[config.mk]
export PLATFORM = sky130hd
export DESIGN_NAME = cip_port
export DESIGN_NICKNAME = d
export VERILOG_FILES = /design/src/cip_pkg.sv /design/src/cip_port.sv /design/src/cip_pad.sv
export SDC_FILE = /design/constraint.sdc
export NUM_CORES = 1
export LEC_CHECK = 0
export BUFFER_PORTS_ARGS = -buffer_cell sky130_fd_sc_hd__buf_2
export CAP_MARGIN = 40
export CORE_ASPECT_RATIO = 0.9
export CORE_MARGIN = 5
export CORE_UTILIZATION = 36
export DETAILED_ROUTE_END_ITERATION = 8
export GPL_TIMING_DRIVEN = 0
export PLACE_DENSITY = 0.74
export SLEW_MARGIN = 20
export SYNTH_ARGS = -nofsm -noshare
export SYNTH_HDL_FRONTEND = slang
export SYNTH_HIERARCHICAL = 1
export SYNTH_SLANG_ARGS = --single-unit
[constraint.sdc]
create_clock -name sys_clk -period 2.8 [get_ports sys_clk]
set_input_delay 0.28 -clock sys_clk [delete_from_list [all_inputs] [get_ports sys_clk]]
set_output_delay 0.28 -clock sys_clk [all_outputs]
set_load 0.005 [all_outputs]
[src/cip_pkg.sv]
// Constants for the configurable six-pin port.
// Assumes a single 40 MHz clock and an Avalon-MM register slave.
package cip_pkg;

    // Number of pins on the port.
    localparam int unsigned PIN_COUNT = 6;

    // Index of the pin that may drive the receiver enable line.
    localparam int unsigned RX_EN_PIN = 5;

    // Register word byte offsets.
    localparam logic [3:0] OFS_DIR    = 4'h0;
    localparam logic [3:0] OFS_OUT    = 4'h4;
    localparam logic [3:0] OFS_IN     = 4'h8;
    localparam logic [3:0] OFS_ALT    = 4'hc;

    // Pull configuration word: enables in the low byte, up/down above.
    localparam logic [4:0] OFS_PULL   = 5'h10;
    localparam int unsigned PULL_SEL_POS = 8;

    // Reset values: every pin an input, outputs low, no alternate use.
    localparam logic [5:0] DIR_RST    = 6'h00;
    localparam logic [5:0] OUT_RST    = 6'h00;
    localparam logic [5:0] ALT_RST    = 6'h00;
    localparam logic [5:0] PULL_EN_RST  = 6'h00;
    localparam logic [5:0] PULL_SEL_RST = 6'h00;

    // Read data for an unmapped address.
    localparam logic [31:0] UNMAPPED_RD = 32'h0000_0000;

endpackage : cip_pkg

[src/cip_port.sv]
// Six-pin configurable port with an Avalon-MM register slave.
// Assumes pad inputs are synchronous to sys_clk.
// What this block does
// - Each pin's direction set per pin.
// - Reset leaves every pin an input.
// - Writes to an input never reach pad.
// - Reads return pad level at read.
// - Output writes set pad; reads return value.
// - Alternate function overrides software pin control.
// - Outputs drive push-pull high and low.
// - Sixth pin can drive receiver enable.
// - Each pin has configurable pull up/down.
//
// The implementer's own choices: the Avalon-MM slave port and the register addresses.
`timescale 1ns/1ps

module cip_port #(
    parameter int unsigned N = cip_pkg::PIN_COUNT
) (
    // Clock, reset and clock enable.
    input  wire logic        sys_clk,
    input  wire logic        rst_n,
    input  wire logic        clk_en,
    // Avalon-MM slave.
    input  wire logic [4:0]  avs_address,
    input  wire logic        avs_read,
    input  wire logic        avs_write,
    input  wire logic [31:0] avs_writedata,
    input  wire logic [3:0]  avs_byteenable,
    output logic [31:0]      avs_readdata,
    output logic             avs_waitrequest,
    // Internal function logic per pin.
    input  wire logic [N-1:0] alt_dir,
    input  wire logic [N-1:0] alt_out,
    // Pads.
    input  wire logic [N-1:0] pad_i,
    output logic [N-1:0]      pad_o,
    output logic [N-1:0]      pad_oe,
    output logic [N-1:0]      pad_pull_en,
    output logic [N-1:0]      pad_pull_up,
    // Receiver enable line, taken from the sixth pin's drive.
    output logic             position_receiver_enable
);

    ////////////////////////////////////////////////////////////////////
    // Register state.

    logic [N-1:0] dir_reg;       // Direction, 1 is output.
    logic [N-1:0] out_reg;       // Software output value.
    logic [N-1:0] alt_reg;       // Alternate function select.
    logic [N-1:0] pen_reg;       // Pull enable.
    logic [N-1:0] pup_reg;       // Pull polarity, 1 is up.
    logic         ack_reg;       // Answer phase of an access.
    logic [31:0]  rd_reg;        // Registered read data.

    // Word select decode used by reads and writes.
    function automatic logic hit(input logic [4:0] a, input logic [4:0] o);
        hit = (a == o);
    endfunction : hit

    // A request is answered on the cycle after it is seen.
    logic req;     // A request that the running clock can take.
    logic wr_now;  // The edge at which a write commits.
    assign req    = (avs_read | avs_write) & clk_en;
    assign wr_now = avs_write & ack_reg & clk_en;
    // The answer is only given while the clock enable runs: a master
    // that left on a frozen cycle would see a write that never lands.
    assign avs_waitrequest = (avs_read | avs_write) & ~(ack_reg & clk_en);

    ////////////////////////////////////////////////////////////////////
    // Handshake: ack rises one cycle after the request, then drops.

    always_ff @(posedge sys_clk or negedge rst_n) begin
        if (!rst_n) begin
            ack_reg <= 1'b0;
        end else if (clk_en) begin
            ack_reg <= req & ~ack_reg;
        end
    end

    ////////////////////////////////////////////////////////////////////
    // Direction register; resets to all inputs.

    always_ff @(posedge sys_clk or negedge rst_n) begin
        if (!rst_n) begin
            dir_reg <= cip_pkg::DIR_RST[N-1:0];
        end else if (wr_now && hit(avs_address, {1'b0, cip_pkg::OFS_DIR})
                     && avs_byteenable[0]) begin
            dir_reg <= avs_writedata[N-1:0];
        end
    end

    // Output value; only bits of output pins take the write, and the
    // value is kept through later direction changes.
    always_ff @(posedge sys_clk or negedge rst_n) begin
        if (!rst_n) begin
            out_reg <= cip_pkg::OUT_RST[N-1:0];
        end else if (wr_now && hit(avs_address, {1'b0, cip_pkg::OFS_OUT})
                     && avs_byteenable[0]) begin
            // Input pins ignore the write.
            out_reg <= (avs_writedata[N-1:0] & dir_reg)
                       | (out_reg & ~dir_reg);
        end
    end

    // Alternate function select.
    always_ff @(posedge sys_clk or negedge rst_n) begin
        if (!rst_n) begin
            alt_reg <= cip_pkg::ALT_RST[N-1:0];
        end else if (wr_now && hit(avs_address, {1'b0, cip_pkg::OFS_ALT})
                     && avs_byteenable[0]) begin
            alt_reg <= avs_writedata[N-1:0];
        end
    end

    // Pull configuration: enables in byte 0, polarity in byte 1.
    always_ff @(posedge sys_clk or negedge rst_n) begin
        if (!rst_n) begin
            pen_reg <= cip_pkg::PULL_EN_RST[N-1:0];
            pup_reg <= cip_pkg::PULL_SEL_RST[N-1:0];
        end else if (wr_now && hit(avs_address, cip_pkg::OFS_PULL)) begin
            if (avs_byteenable[0]) begin
                pen_reg <= avs_writedata[N-1:0];
            end
            if (avs_byteenable[1]) begin
                pup_reg <= avs_writedata[cip_pkg::PULL_SEL_POS +: N];
            end
        end
    end

    ////////////////////////////////////////////////////////////////////
    // Read data: pad level captured at the cycle the read is taken.

    always_ff @(posedge sys_clk or negedge rst_n) begin
        if (!rst_n) begin
            rd_reg <= cip_pkg::UNMAPPED_RD;
        end else if (req && !ack_reg && avs_read) begin
            rd_reg <= cip_pkg::UNMAPPED_RD;
            if (hit(avs_address, {1'b0, cip_pkg::OFS_DIR})) begin
                rd_reg[N-1:0] <= dir_reg;
            end else if (hit(avs_address, {1'b0, cip_pkg::OFS_OUT})) begin
                rd_reg[N-1:0] <= out_reg;
            end else if (hit(avs_address, {1'b0, cip_pkg::OFS_IN})) begin
                rd_reg[N-1:0] <= pad_i;
            end else if (hit(avs_address, {1'b0, cip_pkg::OFS_ALT})) begin
                rd_reg[N-1:0] <= alt_reg;
            end else if (hit(avs_address, cip_pkg::OFS_PULL)) begin
                rd_reg[N-1:0] <= pen_reg;
                rd_reg[cip_pkg::PULL_SEL_POS +: N] <= pup_reg;
            end
        end
    end
    assign avs_readdata = rd_reg;

    ////////////////////////////////////////////////////////////////////
    // Pad cells, one per pin.

    genvar g;
    generate
        for (g = 0; g < N; g++) begin : g_pad
            cip_pad u_pad (
                .sw_dir  (dir_reg[g]),
                .sw_out  (out_reg[g]),
                .alt_sel (alt_reg[g]),
                .alt_dir (alt_dir[g]),
                .alt_out (alt_out[g]),
                .pad_o   (pad_o[g]),
                .pad_oe  (pad_oe[g])
            );
        end
    endgenerate

    // Pulls pass straight to the pad cells.
    assign pad_pull_en = pen_reg;
    assign pad_pull_up = pup_reg;

    // The sixth pin's driven level doubles as the receiver enable;
    // it is low whenever that pin does not drive.
    assign position_receiver_enable =
        pad_oe[cip_pkg::RX_EN_PIN] & pad_o[cip_pkg::RX_EN_PIN];
endmodule : cip_port

[src/cip_pad.sv]
// One pad cell's steering: chooses software or function control.
// Assumes the top level resolves the wire from the enable.
`timescale 1ns/1ps

module cip_pad (
    // Software control.
    input  wire logic sw_dir,
    input  wire logic sw_out,
    // Alternate function control.
    input  wire logic alt_sel,
    input  wire logic alt_dir,
    input  wire logic alt_out,
    // Pad drive.
    output logic      pad_o,
    output logic      pad_oe
);

    // The function logic owns the pad when selected, else software.
    always_comb begin
        if (alt_sel) begin
            pad_o  = alt_out;
            pad_oe = alt_dir;
        end else begin
            // Push-pull: the same value drives high and low.
            pad_o  = sw_out;
            pad_oe = sw_dir;
        end
    end

endmodule : cip_pad

==> flow_summary.yaml, run 1 <==
cts:
  tritoncts: "done"
  cts_root_buf: "clkbuf_8"
  max-clock-path-buffers: 2
  path_clk_slew_ns: 0.08
  clk_latency_ns: 0.30
  cts_made_buffers: 5
  clock-sinks: 43
  cts_resized: 0
  cts_max_level: 2
synthesis:
  yosys_warnings: 6
  ys.flop_type: "dfrtp_1"
  syn_inst: 215
  ys_ff_latch: 43
  synth.distinct_cells: 34
  async_flop_share: 1.00
  synth_area_leaders: "dfrtp_1 46%, mux2_2 21%, buf_4 6.4%"
  synth_top_area_frac: 0.458
  synth_commonest_cells: "43 x dfrtp_1, 43 x mux2_2, 31 x nand2_1, 21 x o21ai_0, 20 x buf_4"
  yosys.area.top_type: "dfrtp_1"
  ys_seq_area_frac: 0.458
  synth-edff-count: 0
  avgSynthCellArea_um2: 10.9
  synth_area_um2: 2350
detailed_routing:
  drtIter0Drc: 169
  dr.pass1.iters: 4
  via_per_inst: 4.73
  wl_um: 6250
  drc: 0
  wire_per_inst_um: 15.1
  num_vias: 1959
  ant_nets: 0
setup_path:
  crit_fanout: 10
  max_stage_delay_ns: 0.62
  required_ns: 3.01
  cpMaxStageDelayCell: "nor3_1"
  reg2regPathDepth: 5
  rr_endpoint: "avs_readdata[4]$_DFFE_PN0P_"
  cp-start-kind: "register"
  crit_path_end_kind: "register"
  rrSetupSlack_ns: 0.81
  arrival_ns: 2.20
  cp_cell_sequence: "nand3b_1 > clkbuf_1 > nor3_1 > o21ai_0 > o221ai_1"
  worst-setup-path-type: "reg -> reg"
  r2r-start: "ack_reg$_DFFE_PN0P_"
timing:
  max-slew-margin-rel: 0.518
  fmaxAchievable_ghz: 0.503
  hold_ws_ns: 0.216
  hold_viol: 0
  final.min_clock_period_ns: 1.99
  setup_viol_count_final: 0
  min_period_over_period: 0.710
  tns_ns: 0
  fin_skew_ns: 0.00267
  tightest_slew_ns: 0.717
  maxSlewViolCount: 0
  rsz0062_at_grt: "false"
final_layout:
  nFillCells: 631
  drive_gt1_frac: 0.491
  final_area_um2: 3050
  nets: 387
  fin_cells: 414
  final_util: 0.471
  diodes: 0
  syn2layout_area_growth_pct: 29.9
min_path:
  hp-class: "in -> reg"
  hold_path_end: "pad_pull_up[0]$_DFFE_PN0P_"
  min_from: "avs_writedata[8]"
  whs_path_depth: 2
grt:
  grt_max_degree: 25
  grt_usage: 0.154
  grt_pass1_wl_um: 9650
  antenna_found_initial: 0
  grt_pass1_vias: 1912
  gr-total-overflow: 0
pwr:
  p_per_area_nw_per_um2: 419
  p_leak_nw: 1.67
  vdd_drop_max_v: 0.000167
placement:
  portBuffers: 79
  gp_congestion: 0.778
  placed_cells: 404
  hpwl_um: 4860
  dpl-instance-area_um2: 2960
floorplan:
  die_h_um: 86.7
  coreArea_um2: 6480
  die_w_um: 95.2
  die_area_um2: 8250
  ios: 122
  initial_core_util: 0.363
  rows: 28
run_status:
  status: "completed"
job:
  maxCapViolations: 0
## report_power, final
group | internal (mW) | switching (mW)
clock | 0.175 | 0.210
sequential | 0.650 | 0.0273
combinational | 0.114 | 0.102
## cell usage in the layout (no fill, tap or decap), types with 2 or more instances in the layout
cell       n
and2_1     2
a21o_1     3
o21ai_0   21
clkbuf_8   5
a21oi_1    4
nor2_1     4
mux2i_1    3
buf_2     81
inv_1      2
a22o_1     3
o221ai_1   3
conb_1    20
dfrtp_1   43
a22oi_1    3
o22ai_1    3
nand2_1   31
buf_4     20
nand4_1    2
nor2b_1    3
clkbuf_1   4
buf_6      3
nand2b_1   2
mux2_2    43
## routing by layer
| layer | GRT usage | share of wire | up-vias |
|---|---|---|---|
| met2 | 0.254 | 0.47 | 89 |
| li1 | - | - | 935 |
| met3 | 0.0391 | 0.10 | 7 |
| met1 | 0.202 | 0.42 | 928 |
| met4 | 0.0393 | 0.010 | 0 |
| met5 | 0 | 0 | - |
## per-stage QoR
stage	power, mW	worst slack (ns)
finish	1.28	0.811
global route	1.34	0.563
CTS	1.29	0.819
detailed placement	0.906	0.808
global placement	0.894	0.857
floorplan	0.798	1.31
## worst max path at each step
stage | from | endpoint | slack (ns)
after floorplan | avs_address[2] | pad_pull_up[0]$_DFFE_PN0P_ | 1.31
after global placement | ack_reg$_DFFE_PN0P_ | avs_readdata[2]$_DFFE_PN0P_ | 0.86
after detailed placement | avs_address[3] | avs_readdata[4]$_DFFE_PN0P_ | 0.81
after CTS | ack_reg$_DFFE_PN0P_ | avs_readdata[4]$_DFFE_PN0P_ | 0.82
after global routing | ack_reg$_DFFE_PN0P_ | avs_readdata[1]$_DFFE_PN0P_ | 0.56
final | ack_reg$_DFFE_PN0P_ | avs_readdata[4]$_DFFE_PN0P_ | 0.81
## layout make-up
class / instances / area (µm²) / share of cell area
plain buffers: 27 / 201 / 0.0660
clock buffers: 7 / 76.3 / 0.0250
clock inverters: 1 / 5.00 / 0.00164
inverters: 2 / 7.51 / 0.00246
multi-input cells: 162 / 1140 / 0.372
flip-flops and latches: 43 / 1080 / 0.352
well taps: 90 / 113 / 0.0369
repair buffers: 82 / 438 / 0.143
## critical path, delay by kind of cell (launching register included)
kind	cells	cell delay, ns
and+or+nand+nor	2	0.83
DFF	1	0.42
AOI/OAI and AO/OA	2	0.38
buffers and inverters	1	0.27
## repair_timing
action,4_1_cts,5_1_grt
hold endpoints to repair,19,0
buffers inserted,0,0
hold buffers,1,0
## logic make-up after synthesis
group,share of synthesized area
compound gates,0.103
buf+inv,0.0889
flops,0.458
mux,0.219
other cells,0.00160
simple gates,0.130
Note: power is estimated with default switching activity, not from simulation.
==> run 2: changes to the inputs <==
PLACE_DENSITY = 0.77   (was 0.74)
clock period = 1.6 ns   (was 2.8 ns; I/O delays follow)
==> flow_summary.yaml, run 2 (synthesized netlist as in run 1, its figures left out) <==
final_layout:
  nets: 394
  syn2layout_area_growth_pct: 34.8
  layout_commonest_cell: "buf_2"
  diodes: 0
  drive_gt1_frac: 0.527
  layout_common_cells: "82 x buf_2, 43 x mux2_2, 43 x dfrtp_1"
timing:
  fin_skew_ns: 0.00493
  max-slew-margin-rel: 0.628
  fin_ws_ns: 0.0363
  fmaxAchievable_ghz: 0.640
  hold_viol: 0
  tightest_slew_ns: 0.558
  maxSlewViolCount: 0
  setup_viol_count_final: 0
  hold_ws_ns: 0.0994
  min_period_over_period: 0.977
  final.min_clock_period_ns: 1.56
  rsz0062_at_grt: "true"
  tns_ns: 0
setup_path:
  crit_fanout: 6
  arrival_ns: 1.80
  reg2regPathDepth: 4
  required_ns: 1.83
  cpMaxStageDelayCell: "or4b_4"
  rr_endpoint: "avs_readdata[3]$_DFFE_PN0P_"
  worstSetupStartpoint: "ack_reg$_DFFE_PN0P_"
  r2r-start: "ack_reg$_DFFE_PN0P_"
  cp-start-kind: "register"
  cp_cell_sequence: "nand3b_1 > or4b_4 > o21ai_1 > a21o_1"
  rrSetupSlack_ns: 0.04
  worst-setup-path-type: "reg -> reg"
  crit_path_end_kind: "register"
  max_stage_delay_ns: 0.63
detailed_routing:
  num_vias: 1950
  drtIter0Drc: 113
  wire_per_inst_um: 14.9
  ant_nets: 0
  drc: 0
  via_per_inst: 4.64
  dr.pass1.iters: 4
  wl_um: 6270
cts:
  cts_made_buffers: 5
  tritoncts: "done"
  path_clk_slew_ns: 0.08
  cts_root_buf: "clkbuf_8"
  clock-sinks: 43
  max-clock-path-buffers: 2
  cts_max_level: 2
  clk_latency_ns: 0.29
floorplan:
  coreArea_um2: 6480
  initial_core_util: 0.363
  die_h_um: 86.7
  rows: 28
  die_area_um2: 8250
  die_w_um: 95.2
  ios: 122
placement:
  hpwl_um: 4730
  pre_cts_ws_ns: -0.456
  portBuffers: 79
  gp_congestion: 0.772
grt:
  grt_pass1_wl_um: 9580
  antenna_found_initial: 0
  grt_pass1_vias: 1906
  gr-total-overflow: 0
  grt_usage: 0.152
  grt_max_degree: 23
run_status:
  status: "completed"
pwr:
  p_leak_nw: 1.72
  p_per_area_nw_per_um2: 759
  vdd_drop_max_v: 0.000293
min_path:
  hp-class: "in -> reg"
  hold_path_end: "pad_pull_up[4]$_DFFE_PN0P_"
  whs_path_depth: 2
  min_from: "avs_writedata[12]"
job:
  maxCapViolations: 0
==> run 2: cell type report <==
type / instances / area [µm²]
buffer: 27 / 205
clock buffer: 6 / 72.6
clock inverter: 1 / 30.0
fill: 613 / 3310
inverter: 2 / 7.51
multi-input combinational: 162 / 1170
sequential: 43 / 1080
tap: 90 / 113
timing repair buffer: 89 / 494
==> run 2: worst max-delay path by stage <==
stage | to | slack, ns
floorplan | avs_readdata[0]$_DFFE_PN0P_ | 0.13
CTS | register | 0.007
finish | avs_readdata[3]$_DFFE_PN0P_ | 0.04
global route | avs_readdata[1]$_DFFE_PN0P_ | -0.04
detailed placement | avs_readdata[1]$_DFFE_PN0P_ | -0.46
global placement | avs_readdata[2]$_DFFE_PN0P_ | -0.40
==> run 2: routing by layer <==
metal,part of all wire,track usage,routed length (µm)
met5,0,0,0
met4,0.010,0.0262,64
met3,0.085,0.0434,534
met2,0.49,0.249,3070
met1,0.42,0.201,2610
==> run 2: critical path, delay by kind of cell, from the launching register on <==
kind	cells	cell delay, ns
compound gates	2	0.25
flops	1	0.42
simple gates	2	0.84
==> run 2: power by group <==
part | internal [mW] | switching, mW
combinational | 0.216 | 0.187
sequential | 1.14 | 0.0490
clock | 0.458 | 0.359
total | 1.81 | 0.595
==> run 2: what timing repair did <==
| action | in CTS | in global routing |
|---|---|---|
| buffers inserted | 3 | 4 |
| gates resized for setup | 6 | 9 |
| hold buffers | 1 | 0 |
| endpoints found under the hold margin | 21 | 0 |
| endpoints found under the setup margin | 25 | 31 |
| pin swaps | 1 | 6 |
==> run 2: stage by stage <==
stage / instances / util / total power [mW] / cell area [µm²]
after floorplan: 234 / - / 1.40 / 2420
final: 420 / 0.489 / 2.41 / 3170
after global routing: 420 / 0.489 / 2.51 / 3170
after detailed placement: 404 / 0.456 / 1.58 / 2960
after CTS: 415 / 0.481 / 2.41 / 3110
after global placement: 403 / 0.452 / 1.56 / 2930
==> run 3: changes to the inputs <==
clock period = 1.3 ns   (was 1.6 ns; I/O delays follow)
==> flow_summary.yaml, run 3 (synthesized netlist as in run 1, its figures left out) <==
grt:
  gr-total-overflow: 0
  grt_pass1_vias: 1904
  grt_usage: 0.154
  grt_pass1_wl_um: 9760
  grt_max_degree: 32
  antenna_found_initial: 0
detailed_routing:
  via_per_inst: 4.80
  num_vias: 2038
  drc: 0
  wire_per_inst_um: 15.4
  wl_um: 6550
  ant_nets: 0
  drtIter0Drc: 77
  dr.pass1.iters: 4
setup_path:
  rr_endpoint: "avs_readdata[3]$_DFFE_PN0P_"
  crit_path_end_kind: "register"
  reg2regPathDepth: 4
  cp-start-kind: "register"
  worst-setup-path-type: "reg -> reg"
  crit_fanout: 6
  required_ns: 1.54
  arrival_ns: 1.77
  rrSetupSlack_ns: -0.23
  r2r-start: "ack_reg$_DFFE_PN0P_"
floorplan:
  ios: 122
  coreArea_um2: 6480
  rows: 28
  initial_core_util: 0.363
  die_area_um2: 8250
  die_w_um: 95.2
  die_h_um: 86.7
timing:
  max-slew-margin-rel: 0.441
  final.min_clock_period_ns: 1.53
  fmaxAchievable_ghz: 0.653
  hold_viol: 0
  min_period_over_period: 1.18
  fin_skew_ns: 0.00594
  tightest_slew_ns: 0.836
  setup_viol_count_final: 41
  rsz0062_at_grt: "true"
  hold_ws_ns: 0.0567
  maxSlewViolCount: 0
  tns_ns: -4.30
  fin_ws_ns: -0.230
placement:
  portBuffers: 79
  hpwl_um: 4740
  placed_cells: 404
  dpl-instance-area_um2: 3010
  gp_congestion: 0.774
  pre_cts_ws_ns: -0.441
pwr:
  combPwrFrac: 0.181
  p_int_mw: 2.51
  seq_power_share: 0.445
  switchingPower_uw: 781
  vdd_drop_max_v: 0.000639
  finalPower_mw: 3.29
  p_clk_frac: 0.374
  p_per_area_nw_per_um2: 960
  p_leak_nw: 1.80
  p_sw_frac: 0.237
cts:
  max-clock-path-buffers: 2
  clock-sinks: 43
  cts_max_level: 2
  path_clk_slew_ns: 0.08
  clk_latency_ns: 0.30
  cts_root_buf: "clkbuf_8"
  tritoncts: "done"
  cts_made_buffers: 5
final_layout:
  layout_commonest_cell: "buf_2"
  nFillCells: 565
  syn2layout_area_growth_pct: 45.9
  diodes: 0
  drive_gt1_frac: 0.555
  nets: 398
  final_area_um2: 3430
  final_util: 0.529
  final-seq-area_um2: 1080
  multi_input_area_um2: 1280
  fin_cells: 425
  layout_common_cells: "68 x buf_2, 40 x dfrtp_1, 32 x buf_4"
min_path:
  min_from: "avs_writedata[11]"
  hold_path_end: "pad_pull_up[3]$_DFFE_PN0P_"
  hp-class: "in -> reg"
  whs_path_depth: 2
run_status:
  status: "finished with violations"
  violations: "negative setup slack"
job:
  maxCapViolations: 0
## run 3: changes by cell type in the layout (fill, tap and decap cells not counted), sizes merged
cell and delta:
bufinv +1, clkbuf -2, buf +6
## run 3: what timing repair did
item                                    4_1_cts  5_1_grt
endpoints found under the setup margin       55       55
pin swaps                                     3        6
setup buffers                                10        4
hold buffers                                  1        0
gates resized for setup                      16       39
cloned                                        0        0
endpoints found under the hold margin        12        0
## run 3: worst max-delay path by stage
stage,start,to
global placement,ack_reg$_DFFE_PN0P_,avs_readdata[2]$_DFFE_PN0P_
global route,ack_reg$_DFFE_PN0P_,avs_readdata[1]$_DFFE_PN0P_
floorplan,ack_reg$_DFFE_PN0P_,avs_readdata[0]$_DFFE_PN0P_
detailed placement,avs_address[3],avs_readdata[2]$_DFFE_PN0P_
CTS,ack_reg$_DFFE_PN0P_,avs_readdata[2]$_DFFE_PN0P_
finish,ack_reg$_DFFE_PN0P_,avs_readdata[3]$_DFFE_PN0P_
## run 3: power groups by stage
stage	clock, mW	sequential, mW	combinational (mW)
2_1_floorplan	0	1.48	0.258
3_3_place_gp	0	1.49	0.456
3_5_place_dp	0	1.49	0.471
4_1_cts	1.25	1.46	0.534
5_1_grt	1.31	1.47	0.650
6_report	1.23	1.47	0.597
## run 3: area by class of cell
type                       instances  share of cell area
buffer                            25              0.0587
clock inverter                     2              0.0175
multi-input combinational        162               0.372
sequential                        43               0.315
tap                               90              0.0328
inverter                           2             0.00219
clock buffer                       6              0.0212
timing repair buffer              95               0.181
## run 3: metal layers
layer / GRT usage / part of all wire / up-vias
met5: 0 / 0 / -
met4: 0.0354 / 0.0096 / 0
met3: 0.0391 / 0.082 / 10
met2: 0.249 / 0.49 / 73
met1: 0.208 / 0.41 / 991
li1: - / - / 964
## run 3: critical path, stage by stage (launching register included)
cell	delay, ns
dfrtp_1	0.40
nand3b_1	0.20
or4b_4	0.62
o21ai_1	0.16
a21o_1	0.09
